<file path="config.mk">
export PLATFORM = sky130hd
export DESIGN_NAME = scci_top
export DESIGN_NICKNAME = d
export VERILOG_FILES = /design/src/rtl/scci_dm_mask.v /design/src/rtl/scci_top.v
export VERILOG_INCLUDE_DIRS = /design/src /design/src/rtl
export SDC_FILE = /design/constraint.sdc
export NUM_CORES = 1
export LEC_CHECK = 0
export BUFFER_PORTS_ARGS = -buffer_cell sky130_fd_sc_hd__buf_2
export CAP_MARGIN = 20
export CELL_PAD_IN_SITES_DETAIL_PLACEMENT = 2
export CELL_PAD_IN_SITES_GLOBAL_PLACEMENT = 2
export CORE_ASPECT_RATIO = 0.7
export CORE_MARGIN = 10
export CORE_UTILIZATION = 27
export CTS_CLUSTER_SIZE = 25
export DETAILED_ROUTE_END_ITERATION = 10
export PLACE_DENSITY = 0.76
export SLEW_MARGIN = 10
export SYNTH_ARGS = -nofsm -noshare
export SYNTH_HDL_FRONTEND = slang
export SYNTH_HIERARCHICAL = 1
export SYNTH_SLANG_ARGS = --single-unit
export TNS_END_PERCENT = 20
</file>
<file path="constraint.sdc">
create_clock -name i_ref_clk -period 1.05 [get_ports i_ref_clk]
set_input_delay 0.21 -clock i_ref_clk [delete_from_list [all_inputs] [get_ports i_ref_clk]]
set_output_delay 0.21 -clock i_ref_clk [all_outputs]
set_load 0.005 [all_outputs]
</file>
<file path="src/rtl/scci_regs.vh">
`ifndef SCCI_REGS_VH
`define SCCI_REGS_VH
// command codes {cs_n, ras_n, cas_n, we_n}
`define SCCI_CMD_MRS 4'h0
`define SCCI_CMD_REF 4'h1
`define SCCI_CMD_PRE 4'h2
`define SCCI_CMD_ACT 4'h3
`define SCCI_CMD_WR 4'h4
`define SCCI_CMD_RD 4'h5
`define SCCI_CMD_ZQC 4'h6
`define SCCI_CMD_NOP 4'h7
// address field positions
`define SCCI_AP_BIT 10
`define SCCI_BC_BIT 12
`define SCCI_TDQS_BIT 11
// mode register selected by bank address for the tdqs option
`define SCCI_MR1_SEL 3'h1
// reset values
`define SCCI_BANK_OPEN_RST 8'h00
`define SCCI_TDQS_RST 1'b0
`endif

</file>
<file path="src/rtl/scci_dm_mask.v">
`timescale 1ns/1ps
// ----------------------------------------
// write data mask, one beat per rising clock edge
// ----------------------------------------
module scci_dm_mask #(
    parameter DW = 8
) (
    input wire i_ref_clk,
    input wire i_rst_n,
    input wire i_wr_active,
    input wire i_beat_valid,
    input wire [DW-1:0] i_beat_data,
    input wire i_dm,
    input wire i_tdqs_en,
    output reg o_wr_valid,
    output reg [DW-1:0] o_wr_data,
    output reg o_tdqs
);
    always @(posedge i_ref_clk or negedge i_rst_n) begin
        if (!i_rst_n) begin
            o_wr_valid <= 1'b0;
            o_wr_data <= {DW{1'b0}};
            o_tdqs <= 1'b0;
        end else begin
            o_wr_valid <= i_wr_active & i_beat_valid & (i_tdqs_en | ~i_dm);
            if (i_beat_valid) begin
                o_wr_data <= i_beat_data;
            end
            o_tdqs <= i_tdqs_en & i_dm;
        end
    end
endmodule // scci_dm_mask

</file>
<file path="src/rtl/scci_top.v">
// Behaviour
// - capture inputs on clock rising crossing
// - cke high runs clocks and buffers
// - cke low idle: precharge powerdown or selfrefresh
// - cke low with open row: active powerdown
// - selfrefresh exit on cke high, taken at the next rising clock edge
// - powerdown keeps clock, odt, cke; dm still drives o_tdqs and beats still load o_wr_data
// - selfrefresh keeps clock and cke; dm still drives o_tdqs and beats still load o_wr_data
// - chip select high masks command
// - command from cs, ras, cas, we
// - masked write beats are discarded unless mr1 a11 has selected tdqs, then they pass
// - data mask sampled every rising clock edge
// - mr1 a11 selects mask or tdqs
// - bank address picks bank or register
// - a10 auto-precharge or all-bank precharge
// - a12 selects burst chop on fly
`timescale 1ns/1ps
`include "scci_regs.vh"
module scci_top #(
    parameter AW = 16,
    parameter DW = 8
) (
    input wire i_ref_clk,
    input wire i_rst_n,
    input wire i_cke,
    input wire i_cs_n,
    input wire i_ras_n,
    input wire i_cas_n,
    input wire i_we_n,
    input wire [2:0] i_ba,
    input wire [AW-1:0] i_addr,
    input wire i_odt,
    input wire i_beat_valid,
    input wire [DW-1:0] i_beat_data,
    input wire i_dm,
    output reg [3:0] o_cmd,
    output reg o_cmd_valid,
    output reg [2:0] o_bank,
    output reg o_auto_pre,
    output reg o_pre_all,
    output reg o_burst_chop,
    output reg [7:0] o_bank_open,
    output reg o_clk_run,
    output reg o_odt,
    output reg [3:0] o_state,
    output reg o_tdqs_en,
    output wire o_wr_valid,
    output wire [DW-1:0] o_wr_data,
    output wire o_tdqs
);
    localparam ST_ACT = 4'h1;
    localparam ST_PPD = 4'h2;
    localparam ST_APD = 4'h4;
    localparam ST_SR = 4'h8;

    // ----------------------------------------
    // reset release
    // ----------------------------------------
    reg rst_s1_q;
    reg rst_q;
    always @(posedge i_ref_clk or negedge i_rst_n) begin
        if (!i_rst_n) begin
            rst_s1_q <= 1'b0;
            rst_q <= 1'b0;
        end else begin
            rst_s1_q <= 1'b1;
            rst_q <= rst_s1_q;
        end
    end

    // ----------------------------------------
    // self-refresh exit
    // ----------------------------------------
    // cke level alone
    // sr exit is taken from the cke level combinationally, but the state leaves self-refresh
    // only on the next rising clock edge, when the registered state loads state_d
    wire sr_exit = (o_state == ST_SR) & i_cke;

    function [3:0] code_of;
        input cs_n;
        input ras_n;
        input cas_n;
        input we_n;
        begin
            code_of = {cs_n, ras_n, cas_n, we_n};
        end
    endfunction

    // ----------------------------------------
    // command decode
    // ----------------------------------------
    reg [3:0] state_d;
    reg [7:0] open_d;
    reg [3:0] cmd_d;
    reg valid_d;
    reg tdqs_d;
    reg run_d;
    reg [3:0] code;
    always @* begin
        code = code_of(i_cs_n, i_ras_n, i_cas_n, i_we_n);
        state_d = o_state;
        open_d = o_bank_open;
        cmd_d = `SCCI_CMD_NOP;
        valid_d = 1'b0;
        tdqs_d = o_tdqs_en;
        case (o_state)
            ST_ACT: begin
                if (!i_cs_n) begin
                    cmd_d = code;
                    valid_d = (code != `SCCI_CMD_NOP);
                end
                if (!i_cke) begin
                    // a command on the power-down entry edge is not executed, so no pulse
                    valid_d = 1'b0;
                    if (o_bank_open != 8'h00) begin
                        state_d = ST_APD;
                    end else if (!i_cs_n && code == `SCCI_CMD_REF) begin
                        state_d = ST_SR;
                        valid_d = 1'b0;
                    end else begin
                        state_d = ST_PPD;
                    end
                end else begin
                    if (valid_d) begin
                        case (code)
                            `SCCI_CMD_ACT: begin
                                open_d = o_bank_open | (8'h01 << i_ba);
                            end
                            `SCCI_CMD_PRE: begin
                                if (i_addr[`SCCI_AP_BIT]) begin
                                    open_d = 8'h00;
                                end else begin
                                    open_d = o_bank_open & ~(8'h01 << i_ba);
                                end
                            end
                            `SCCI_CMD_RD, `SCCI_CMD_WR: begin
                                if (i_addr[`SCCI_AP_BIT]) begin
                                    open_d = o_bank_open & ~(8'h01 << i_ba);
                                end
                            end
                            `SCCI_CMD_MRS: begin
                                if (i_ba == `SCCI_MR1_SEL) begin
                                    tdqs_d = i_addr[`SCCI_TDQS_BIT];
                                end
                            end
                            default: begin
                                open_d = o_bank_open;
                            end
                        endcase
                    end else begin
                        valid_d = 1'b0;
                    end
                end
            end
            ST_PPD, ST_APD: begin
                if (i_cke) begin
                    state_d = ST_ACT;
                end
            end
            ST_SR: begin
                if (sr_exit) begin
                    state_d = ST_ACT;
                end
            end
            default: begin
                state_d = ST_ACT;
            end
        endcase
        run_d = (state_d == ST_ACT);
    end

    // ----------------------------------------
    // registered outputs
    // ----------------------------------------
    // rising crossing capture
    always @(posedge i_ref_clk or negedge rst_q) begin
        if (!rst_q) begin
            o_state <= ST_ACT;
            o_bank_open <= `SCCI_BANK_OPEN_RST;
            o_cmd <= `SCCI_CMD_NOP;
            o_cmd_valid <= 1'b0;
            o_bank <= 3'h0;
            o_auto_pre <= 1'b0;
            o_pre_all <= 1'b0;
            o_burst_chop <= 1'b0;
            o_clk_run <= 1'b1;
            o_odt <= 1'b0;
            o_tdqs_en <= `SCCI_TDQS_RST;
        end else begin
            o_state <= state_d;
            o_bank_open <= open_d;
            o_cmd <= cmd_d;
            o_cmd_valid <= valid_d;
            o_tdqs_en <= tdqs_d;
            o_clk_run <= run_d;
            // odt stays live in power-down but not in self-refresh
            if (o_state != ST_SR) begin
                o_odt <= i_odt;
            end
            if (valid_d) begin
                o_bank <= i_ba;
                o_auto_pre <= i_addr[`SCCI_AP_BIT];
                o_pre_all <= (cmd_d == `SCCI_CMD_PRE) & i_addr[`SCCI_AP_BIT];
                o_burst_chop <= ((cmd_d == `SCCI_CMD_RD) | (cmd_d == `SCCI_CMD_WR)) &
                    ~i_addr[`SCCI_BC_BIT];
            end
        end
    end

    scci_dm_mask #(
        .DW(DW)
    ) u_dm (
        .i_ref_clk(i_ref_clk),
        .i_rst_n(rst_q),
        .i_wr_active(o_clk_run),
        .i_beat_valid(i_beat_valid),
        .i_beat_data(i_beat_data),
        .i_dm(i_dm),
        .i_tdqs_en(o_tdqs_en),
        .o_wr_valid(o_wr_valid),
        .o_wr_data(o_wr_data),
        .o_tdqs(o_tdqs)
    );
endmodule // scci_top

</file>
# Word level (Yosys, flattened, before mapping)

Index checks and enable logic that the tools add are counted.

Output and inout bits: 36
Input bits: 37
Register bits: 38

Shift operators: 1
Bitwise operators: 13
Muxes and demuxes: 16
Equality and inequality tests: 17
Reductions and logical operators: 9

Operator list:

| cell                | number |
|---|---|
| $pmux 8 s3          | 1 |
| $eq 4x3->1 const B  | 5 |
| $mux 4              | 5 |
| $eq 4x2->1 const B  | 4 |
| $mux 8              | 2 |
| $eq 4x1->1 const B  | 3 |
| $pmux 4 s3          | 1 |
| $reduce_and 5->1    | 2 |
| $and 8x8->8         | 1 |
| $not 8->8           | 1 |
| $or 8x8->8          | 1 |
| $reduce_bool 8->1   | 1 |
| $shl 1x3->8 const A | 1 |
| $and 1x1->1         | 6 |
| $mux 3              | 2 |
| $mux 1              | 5 |
| $eq 4x4->1 const B  | 1 |
| $logic_not 4->1     | 1 |
| $ne 4x3->1 const B  | 1 |
| $ne 4x4->1 const B  | 1 |
| $reduce_or 2->1     | 2 |
| $eq 3x1->1 const B  | 1 |
| $reduce_bool 3->1   | 1 |
| $ne 2x2->1 const B  | 1 |
| other kinds (4)     | 6 |

# Logic depth before layout (Yosys ltp)

Gate-level depths: netlist (run 1).

Word-level depth: 7
Depth in mapped cells: 4

# Hierarchy

The synthesis (run 1) kept the hierarchy.

Modules (own cells, without submodules):

| module       | cells each | seq. area each (um2) | area an instance (um2) | instances |
|---|---|---|---|---|
| scci_top     | 139        | 681.9                | 1487.7                 | 1 |
| scci_dm_mask | 23         | 250.2                | 400.4                  | 1 |

# Worst setup path after synthesis (run 1)

No wires, ideal clock.

Path kind: reg-to-reg
From: reg o_state[0]
To: reg o_cmd[0]
Path slack: -0.369 ns
Data required time: 0.962 ns
Arrival: 1.331 ns
Setup time: 0.088 ns
Period minus slack after synthesis: 1.419 ns
Stages on the path, launching flop included: 3
Path through: dfstp_2 or4b_4 or3_1

Cells in the longest elaborated chain, start to end: 2

Ends and longest elaborated chain:

| what                   | line           | text |
|---|---|---|
| start, declared        | scci_top.v:45  | `output reg [3:0] o_state,` |
| start signal, assigned | scci_top.v:190 | `o_state <= state_d;` |
| $eq 4x1->1             | scci_top.v:106 | `case (o_state)` |
| $mux 3                 | scci_top.v:106 |  |
| via cmd_d[0]           | scci_top.v:94  | `reg [3:0] cmd_d;` |
| end signal, assigned   | scci_top.v:180 | `` o_cmd <= `SCCI_CMD_NOP; `` |
| end signal, assigned   | scci_top.v:192 | `o_cmd <= cmd_d;` |
| end, declared          | scci_top.v:36  | `output reg [3:0] o_cmd,` |

The timed path passes the listed nets, and every way through them passes these cells.
A chain may end at the register's enable or synchronous reset.

# Final worst setup path (run 1)

Ends and elaborated chain as after synthesis.

==> results of run 1 <==
==> logic make-up (layout without fill, tap and decap cells) <==
kind of cell	count (synthesis)	in the layout	share of synthesized area [%]
simple gates	57	57	21.9
mux	17	17	11.7
flops	37	37	49.4
xor+xnor	1	1	0.464
buf+inv	24	125	6.43
compound gates	24	24	9.74
other cells	2	2	0.398
==> state kept, by name, summed over array words and instances (netlist names) <==
register	count
u_dm/o_tdqs	1
o_bank_open	8
o_bank	3
u_dm/o_wr_valid	1
rst_q	1
o_tdqs_en	1
o_cmd_valid	1
o_burst_chop	1
rst_s1_q	1
o_cmd	3
u_dm/o_wr_data	8
o_odt	1
o_clk_run	1
o_state	4
o_auto_pre	1
o_pre_all	1
==> per-stage QoR <==
| stage | setup WS [ps] | cells | utilization, % |
|---|---|---|---|
| 2_1_floorplan | -369 | 162 | - |
| 3_3_place_gp | -390 | 347 | 38.0 |
| 3_5_place_dp | -496 | 347 | 38.0 |
| 4_1_cts | -458 | 356 | 41.4 |
| 5_1_grt | -516 | 357 | 42.0 |
| 6_report | -514 | 357 | 42.0 |
==> layout make-up <==
| type | instances | area (sq um) | share of cell area, % |
|---|---|---|---|
| Clock buffer | 7 | 96.3 | 3.38 |
| Clock inverter | 1 | 5.00 | 0.175 |
| Inverter | 13 | 48.8 | 1.71 |
| Multi-Input combinational cell | 101 | 867 | 30.4 |
| Sequential cell | 37 | 936 | 32.8 |
| Tap cell | 94 | 118 | 4.12 |
| Timing Repair Buffer | 104 | 782 | 27.4 |
==> cell usage in the layout (no fill, tap or decap), types with 4 or more instances in the layout <==
cell / Yosys / final
nand3b_1: 4 / 4
mux2_2: 9 / 8
and3b_1: 4 / 4
o211ai_1: 9 / 9
inv_1: 13 / 13
buf_2: 1 / 45
dfrtp_1: 32 / 29
nor3_1: 4 / 4
nand4_1: 10 / 10
nor2_1: 5 / 4
nor3b_1: 5 / 5
dfstp_2: 5 / 5
clkbuf_8: 0 / 7
buf_4: 4 / 33
mux2_4: 8 / 9
buf_6: 2 / 23
==> metal layers <==
layer / GRT usage [%] / up-vias / wire [um]
met2: 23.4 / 30 / 3760
met4: 4.21 / 0 / 101
met3: 3.31 / 9 / 274
met1: 15.9 / 892 / 3210
met5: 0 / - / 0
li1: - / 799 / -
==> what timing repair did <==
action	in CTS	in global routing
buffers inserted	0	1
hold buffers	1	0
cloned	0	0
endpoints found under the hold margin	2	0
resized for setup	23	10
endpoints found under the setup margin	43	55
pin swaps	2	2
==> worst register-to-register path: stages (launching register included) <==
cell,delay [ps]
dfstp_2,550
or4b_4,550
or3_1,390
==> path summary, 6_finish.rpt <==
kind | cells past startpoint | end | from
min in group i_ref_clk | 2 | u_dm/o_wr_valid$_DFF_PN0_ | i_dm
hold / removal | 0 | o_odt$_DFFE_PN0P_ | rst_q$_DFF_PN0_
setup reg to reg | 2 | o_cmd[0]$_DFF_PN1_ | o_state[0]$_DFF_PN1_
max in group asynchronous | 1 | o_cmd[2]$_DFF_PN1_ | rst_q$_DFF_PN0_
hold reg to reg | 0 | o_odt$_DFFE_PN0P_ | rst_q$_DFF_PN0_
setup / recovery | 2 | o_cmd[0]$_DFF_PN1_ | o_state[0]$_DFF_PN1_
==> where the power goes <==
group / internal (uW) / switching [uW] / total (uW)
registers: 1660 / 140 / 1800
logic: 762 / 616 / 1380
clock network: 594 / 530 / 1120
total: 3010 / 1290 / 4300
==> out/metrics.cfg, run 1 <==
[min_path]
hp-class = reg -> async

[global_routing]
grt_max_degree = 35
antenna_found_initial = 0
gr-total-overflow = 0
grt_usage_pct = 13.5
grt_pass1_vias = 2019
grt_pass1_wl_mm = 11.6

[logic_synthesis]
synth_edf_count = 0
synth.distinct_cells = 47
synthTopCellsByArea = dfrtp_1, dfstp_2, mux2_4, mux2_2, o211ai_1
synth_nets = 199
ys_seq_area_share_pct = 49.4
synthArstFlopShare_pct = 100
avgSynthCellArea_sq_um = 11.7
synth_area_leader_cell = dfrtp_1
synthFlopType = dfrtp_1
synth_warnings = 6
synth_top_area_share_pct = 42.4
synth_cells = 162
synth_seq_cells = 37
synth.most_common_cell = dfrtp_1
synth_area_sq_um = 1890
synthTopCellsByCount = dfrtp_1, inv_1, nand4_1

[place]
portBuffers = 58
postPlaceCellArea_sq_um = 2580
dp_hpwl_mm = 5.64
globalplace.congestion = 0.760

[die]
rows = 25
fp.coreArea_sq_um = 6790
die_w_um = 120
die-area_sq_um = 10800
initial_core_util_pct = 27.8
io-pin-count = 73
dieHeight_um = 90.0

[outcome]
status = complete, but fails checks
violations = negative setup slack

[layout]
final_area_sq_um = 2850
fillCellCount = 736
layout-area-overhead-vs-synth_pct = 51.1
nets = 299
insertedDiodeCount = 0
drive_gt1_share_pct = 55.5

[sta]
min_period_ps = 1560
finClkSkew_ps = 5.02
holdWs_ps = 54.7
period_share_pct = 149
grt_setup_unrepaired = true
setup_viol = 40
fin_ws_ps = -514
drv_slew = 0
hold_viol_final = 0
fin_setup_tns_ps = -11060
fmaxAchievable_ghz = 0.639

[clocking]
clock_latency_ps = 290
cts.sinks = 37
cts_root_buffer = clkbuf_8
clockBufferDepth = 2
htreeDepth = 2
cts_tree = done
path_clk_slew_ps = 80
cts_inserted_buffers = 5

[setup_path]
start_kind = flip-flop
cp.arrival_ps = 1780
critPathMaxFanout = 5
path_cells = or4b_4 > or3_1
critical_path.endpoint_type = flip-flop
critical_path_class = reg -> reg
cpLargestDelayFamily = simple AND/OR/NAND/NOR gates
r2r_setup_slack_ps = -510
crit_slowest_cell = dfstp_2
slowest_delay_ps = 550
cp.required_ps = 1270
critPathBufInv = 0

[routing]
antenna_left = 0
viasPerCell = 4.85
drc = 0
drt_iter0_markers = 39
num_vias = 1730
wl_per_cell_um = 20.6
drt-total-wl_mm = 7.35
drt-pass1-iter-count = 4

[power_and_ir_drop]
leakage_uw = 0.00138
power_density_nw_per_um2 = 1510
total_power_uw = 4300
max-vdd-ir-drop_mv = 0.564

[job]
maxCapViolCount = 0

Note: power is estimated with default switching activity, not from simulation.
==> run 2, diff against run 1 <==
==> constraint.sdc (replaced) <==
create_clock -name i_ref_clk -period 1.05 [get_ports i_ref_clk]
set_input_delay 0.105 -clock i_ref_clk [delete_from_list [all_inputs] [get_ports i_ref_clk]]
set_output_delay 0.105 -clock i_ref_clk [all_outputs]
set_load 0.005 [all_outputs]
==> out/metrics.cfg, run 2 (synthesis gave the netlist of run 1 again) <==
[setup_path]
rr_worst_depth = 2
cp.required_ps = 1270
critical_path.endpoint_type = flip-flop
cp.arrival_ps = 1780
r2r_start = o_state[0]$_DFF_PN1_
critPathMaxFanout = 5
critical_path_class = reg -> reg
r2r_setup_slack_ps = -520
r2r-end = o_cmd[0]$_DFF_PN1_
start_kind = flip-flop

[routing]
drc = 0
antenna_left = 0
drt-total-wl_mm = 7.39
drt_iter0_markers = 51
top_layer_used = met4
met3_length_um = 332
drt-pass1-iter-count = 4
viasPerCell = 4.85
met2_length_mm = 3.81
wl_met1_mm = 3.15
num_vias = 1737
wl_per_cell_um = 20.6

[sta]
grt_setup_unrepaired = true
fin_setup_tns_ps = -9530
finClkSkew_ps = 6.15
fmaxAchievable_ghz = 0.639
holdWs_ps = 42.5
min_period_ps = 1570
drv_slew = 0
hold_viol_final = 0
fin_ws_ps = -515
period_share_pct = 149
setup_viol = 31

[global_routing]
antenna_found_initial = 0
grt_pass1_wl_mm = 11.6
gr-total-overflow = 0
grt_pass1_vias = 2014
grt_max_degree = 35
grt_usage_pct = 13.5

[power_and_ir_drop]
total_power_uw = 4320
power_density_nw_per_um2 = 1500
p_int_uw = 3020
p_sw_share_pct = 30.0
leakage_uw = 0.00137
clkPwrFrac_pct = 26.0
p_comb_share_pct = 32.3
pwr-share-seq_pct = 41.7
p_switching_uw = 1290
max-vdd-ir-drop_mv = 0.588

[place]
place_ws_ps = -496
dp_hpwl_mm = 5.64
postPlaceCellArea_sq_um = 2580
globalplace.congestion = 0.760
portBuffers = 58

[layout]
layout_commonest_cell = buf_2
final_area_sq_um = 2870
largestRegisters = o_bank_open (8), u_dm/o_wr_data (8), o_state (4)
nets = 300
drive_gt1_share_pct = 56.1
final_cell_mix = buf_2, buf_4, dfrtp_1
layout-area-overhead-vs-synth_pct = 52.2
insertedDiodeCount = 0

[min_path]
min_from = i_beat_data[5]
hp-class = in -> reg
worstHoldPathCells = 2
min_to = u_dm/o_wr_data[5]$_DFFE_PN0P_

[die]
die-area_sq_um = 10800
io-pin-count = 73
rows = 25
fp.coreArea_sq_um = 6790
initial_core_util_pct = 27.8
die_w_um = 120
dieHeight_um = 90.0

[outcome]
status = complete, but fails checks
violations = negative setup slack

[clocking]
cts.sinks = 37
path_clk_slew_ps = 80
cts_tree = done
htreeDepth = 2
cts_root_buffer = clkbuf_8
clock_latency_ps = 290
clockBufferDepth = 2
cts_inserted_buffers = 5

[job]
maxCapViolCount = 0

## run 2: per-layer routing
| layer | vias up | GRT usage (%) |
|---|---|---|
| met3 | 9 | 3.37 |
| met1 | 897 | 16.0 |
| met5 | - | 0 |
| met4 | 0 | 4.21 |
| met2 | 32 | 23.4 |
| li1 | 799 | - |
## run 2: critical path, stage by stage (launching register included)
cell and delay [ps]:
dfstp_2 550, or4b_4 550, or3_1 390
## run 2: area by class of cell
cell class                      instances  area (sq um)
Clock inverter                          1          5.00
Tap cell                               94           118
Fill cell                             732          3920
Inverter                               13          48.8
Multi-Input combinational cell        101           873
Sequential cell                        37           936
Timing Repair Buffer                  105           796
Clock buffer                            7          96.3
## run 2: per-stage QoR
| stage | util (%) | instances |
|---|---|---|
| after floorplan | - | 162 |
| after detailed placement | 38.0 | 347 |
| after global placement | 38.0 | 347 |
| after CTS | 41.3 | 357 |
| final | 42.3 | 358 |
| after global routing | 42.3 | 358 |
## run 2: power by group through the flow
| stage | Clock [uW] | Sequential, uW | Combinational (uW) |
|---|---|---|---|
| 2_1_floorplan | 0 | 1850 | 479 |
| 3_3_place_gp | 0 | 1790 | 1130 |
| 3_5_place_dp | 0 | 1810 | 1200 |
| 4_1_cts | 1150 | 1800 | 1330 |
| 5_1_grt | 1230 | 1830 | 1520 |
| 6_report | 1120 | 1800 | 1390 |
## run 2: what timing repair did
| action | in CTS | in global routing |
|---|---|---|
| pin swaps | 2 | 1 |
| resized for setup | 21 | 14 |
| setup buffers | 0 | 1 |
| endpoints found under the setup margin | 36 | 39 |
| hold endpoints to repair | 3 | 0 |
| hold buffers | 2 | 0 |
## run 2: how the worst max path moves through the flow
stage	start	to	slack (ps)	cells past startpoint
3_5_place_dp	o_state[0]$_DFF_PN1_	o_state[2]$_DFF_PN0_	-500	3
3_3_place_gp	o_state[0]$_DFF_PN1_	o_cmd[0]$_DFF_PN1_	-390	2
2_1_floorplan	o_state[0]$_DFF_PN1_	o_cmd[0]$_DFF_PN1_	-370	2
4_1_cts	o_state[0]$_DFF_PN1_	o_state[2]$_DFF_PN0_	-460	3
6_report	o_state[0]$_DFF_PN1_	o_cmd[0]$_DFF_PN1_	-520	2
5_1_grt	o_state[0]$_DFF_PN1_	o_cmd[0]$_DFF_PN1_	-520	2
==> run 3, diff against run 2 <==
--- a/config.mk
+++ b/config.mk
@@ -15,7 +15,9 @@
 export CORE_UTILIZATION = 27
 export CTS_CLUSTER_SIZE = 25
 export DETAILED_ROUTE_END_ITERATION = 10
-export PLACE_DENSITY = 0.76
+export HOLD_SLACK_MARGIN = 0.06
+export PLACE_DENSITY = 0.79
+export RECOVER_POWER = 50
 export SLEW_MARGIN = 10
 export SYNTH_ARGS = -nofsm -noshare
 export SYNTH_HDL_FRONTEND = slang
==> out/metrics.cfg, run 3 (synthesis gave the netlist of run 1 again) <==
[outcome]
status = complete, but fails checks
violations = negative setup slack

[setup_path]
path_cells = or4b_4 > o32ai_1
critical_path_class = reg -> reg
slowest_delay_ps = 560
cp.arrival_ps = 1720
start_kind = flip-flop
cpLargestDelayFamily = flip-flops
critPathBufInv = 0
cp.required_ps = 1220
critPathMaxFanout = 5
critical_path.endpoint_type = flip-flop
crit_slowest_cell = dfstp_2

[layout]
insertedDiodeCount = 0
drive_gt1_share_pct = 51.5
nets = 304
layout-area-overhead-vs-synth_pct = 51.4
layout_commonest_cell = buf_2
largestRegisters = o_bank_open (8), u_dm/o_wr_data (8), o_state (4)
final_cell_mix = buf_2, dfrtp_1, buf_4
final_cells = 362

[sta]
worst_slew_pin_slew_ps = 502
fin_ws_ps = -496
grt_setup_unrepaired = true
hold_viol_final = 0
period_share_pct = 147
drv_slew = 0
fmaxAchievable_ghz = 0.647
slew_headroom_pct = 66.5
finClkSkew_ps = 4.31
setup_viol = 30
min_period_ps = 1550

[global_routing]
antenna_found_initial = 0
grt_pass1_vias = 1938
grt_usage_pct = 12.7
grt_max_degree = 36
gr-total-overflow = 0
grt_pass1_wl_mm = 11.1

[die]
rows = 25
dieHeight_um = 90.0
die-area_sq_um = 10800
fp.coreArea_sq_um = 6790
die_w_um = 120
initial_core_util_pct = 27.8
io-pin-count = 73

[clocking]
cts_inserted_buffers = 5
clock_latency_ps = 290
htreeDepth = 2
clockBufferDepth = 2
cts_tree = done
cts.sinks = 37
path_clk_slew_ps = 70
cts_root_buffer = clkbuf_8

[routing]
drt_iter0_markers = 92
antenna_left = 0
drt-pass1-iter-count = 4
drc = 0
viasPerCell = 4.75
drt-total-wl_mm = 6.87
num_vias = 1719
wl_per_cell_um = 19.0

[job]
maxCapViolCount = 0

[power_and_ir_drop]
total_power_uw = 4120
leakage_uw = 0.00137
max-vdd-ir-drop_mv = 0.589
power_density_nw_per_um2 = 1440

[place]
globalplace.congestion = 0.782
place_inst = 342
dp_hpwl_mm = 5.00
portBuffers = 58

[min_path]
hp-class = in -> reg

[run 3: changes by cell type in the layout (fill, tap and decap cells not counted), sizes merged]
cell         change
dlygate4sd3      +9
buf              -7
clkbuf           +1
clkinv           +1
[run 3: path summary, 6_finish.rpt]
kind | slack, ps | startpoint | cells after the start | end
setup / recovery | -500 | o_state[0]$_DFF_PN1_ | 2 | o_state[3]$_DFF_PN0_
hold / removal | 70 | i_beat_data[2] | 2 | u_dm/o_wr_data[2]$_DFFE_PN0P_
setup reg to reg | -500 | o_state[0]$_DFF_PN1_ | 2 | o_state[3]$_DFF_PN0_
hold reg to reg | 330 | rst_q$_DFF_PN0_ | 1 | u_dm/o_wr_valid$_DFF_PN0_
max in group asynchronous | 360 | rst_q$_DFF_PN0_ | 1 | o_state[3]$_DFF_PN0_
min in group asynchronous | 130 | i_rst_n | 2 | rst_s1_q$_DFF_PN0_
[run 3: per-layer routing]
| metal | share of wire [%] | up-vias | global-route usage, % |
|---|---|---|---|
| li1 | - | 808 | - |
| met1 | 45 | 865 | 16.5 |
| met2 | 48 | 42 | 20.1 |
| met3 | 5.7 | 4 | 4.12 |
| met4 | 0.70 | 0 | 2.71 |
| met5 | 0 | - | 0 |
[run 3: timing repair]
action	CTS	global route
buffers inserted	1	0
gates resized for setup	22	9
hold buffers	11	0
endpoints found under the setup margin	35	39
endpoints found under the hold margin	13	0
[run 3: report_power, final]
part | total (uW) | internal, uW | switching (uW)
Clock | 962 | 460 | 502
Combinational | 1360 | 776 | 582
Sequential | 1800 | 1660 | 139
[run 3: final cells by class]
class | instances | area [sq um]
Fill cell | 735 | 3930
Sequential cell | 37 | 935
Multi-Input combinational cell | 101 | 851
Timing Repair Buffer | 109 | 825
Tap cell | 94 | 118
Clock buffer | 6 | 72.6
Inverter | 13 | 48.8
Clock inverter | 2 | 10.0
[run 3: stage by stage]
stage | worst slack, ps | setup TNS (ps) | hold slack (ps) | utilization [%] | area (sq um)
finish | -496 | -9320 | 71.6 | 42.1 | 2860
global placement | -376 | -7500 | -109 | 37.3 | 2530
detailed placement | -422 | -8820 | -108 | 37.3 | 2530
floorplan | -369 | -8730 | -191 | - | 1890
global route | -506 | -11130 | 70.0 | 42.1 | 2860
CTS | -438 | -9190 | 62.7 | 41.6 | 2830
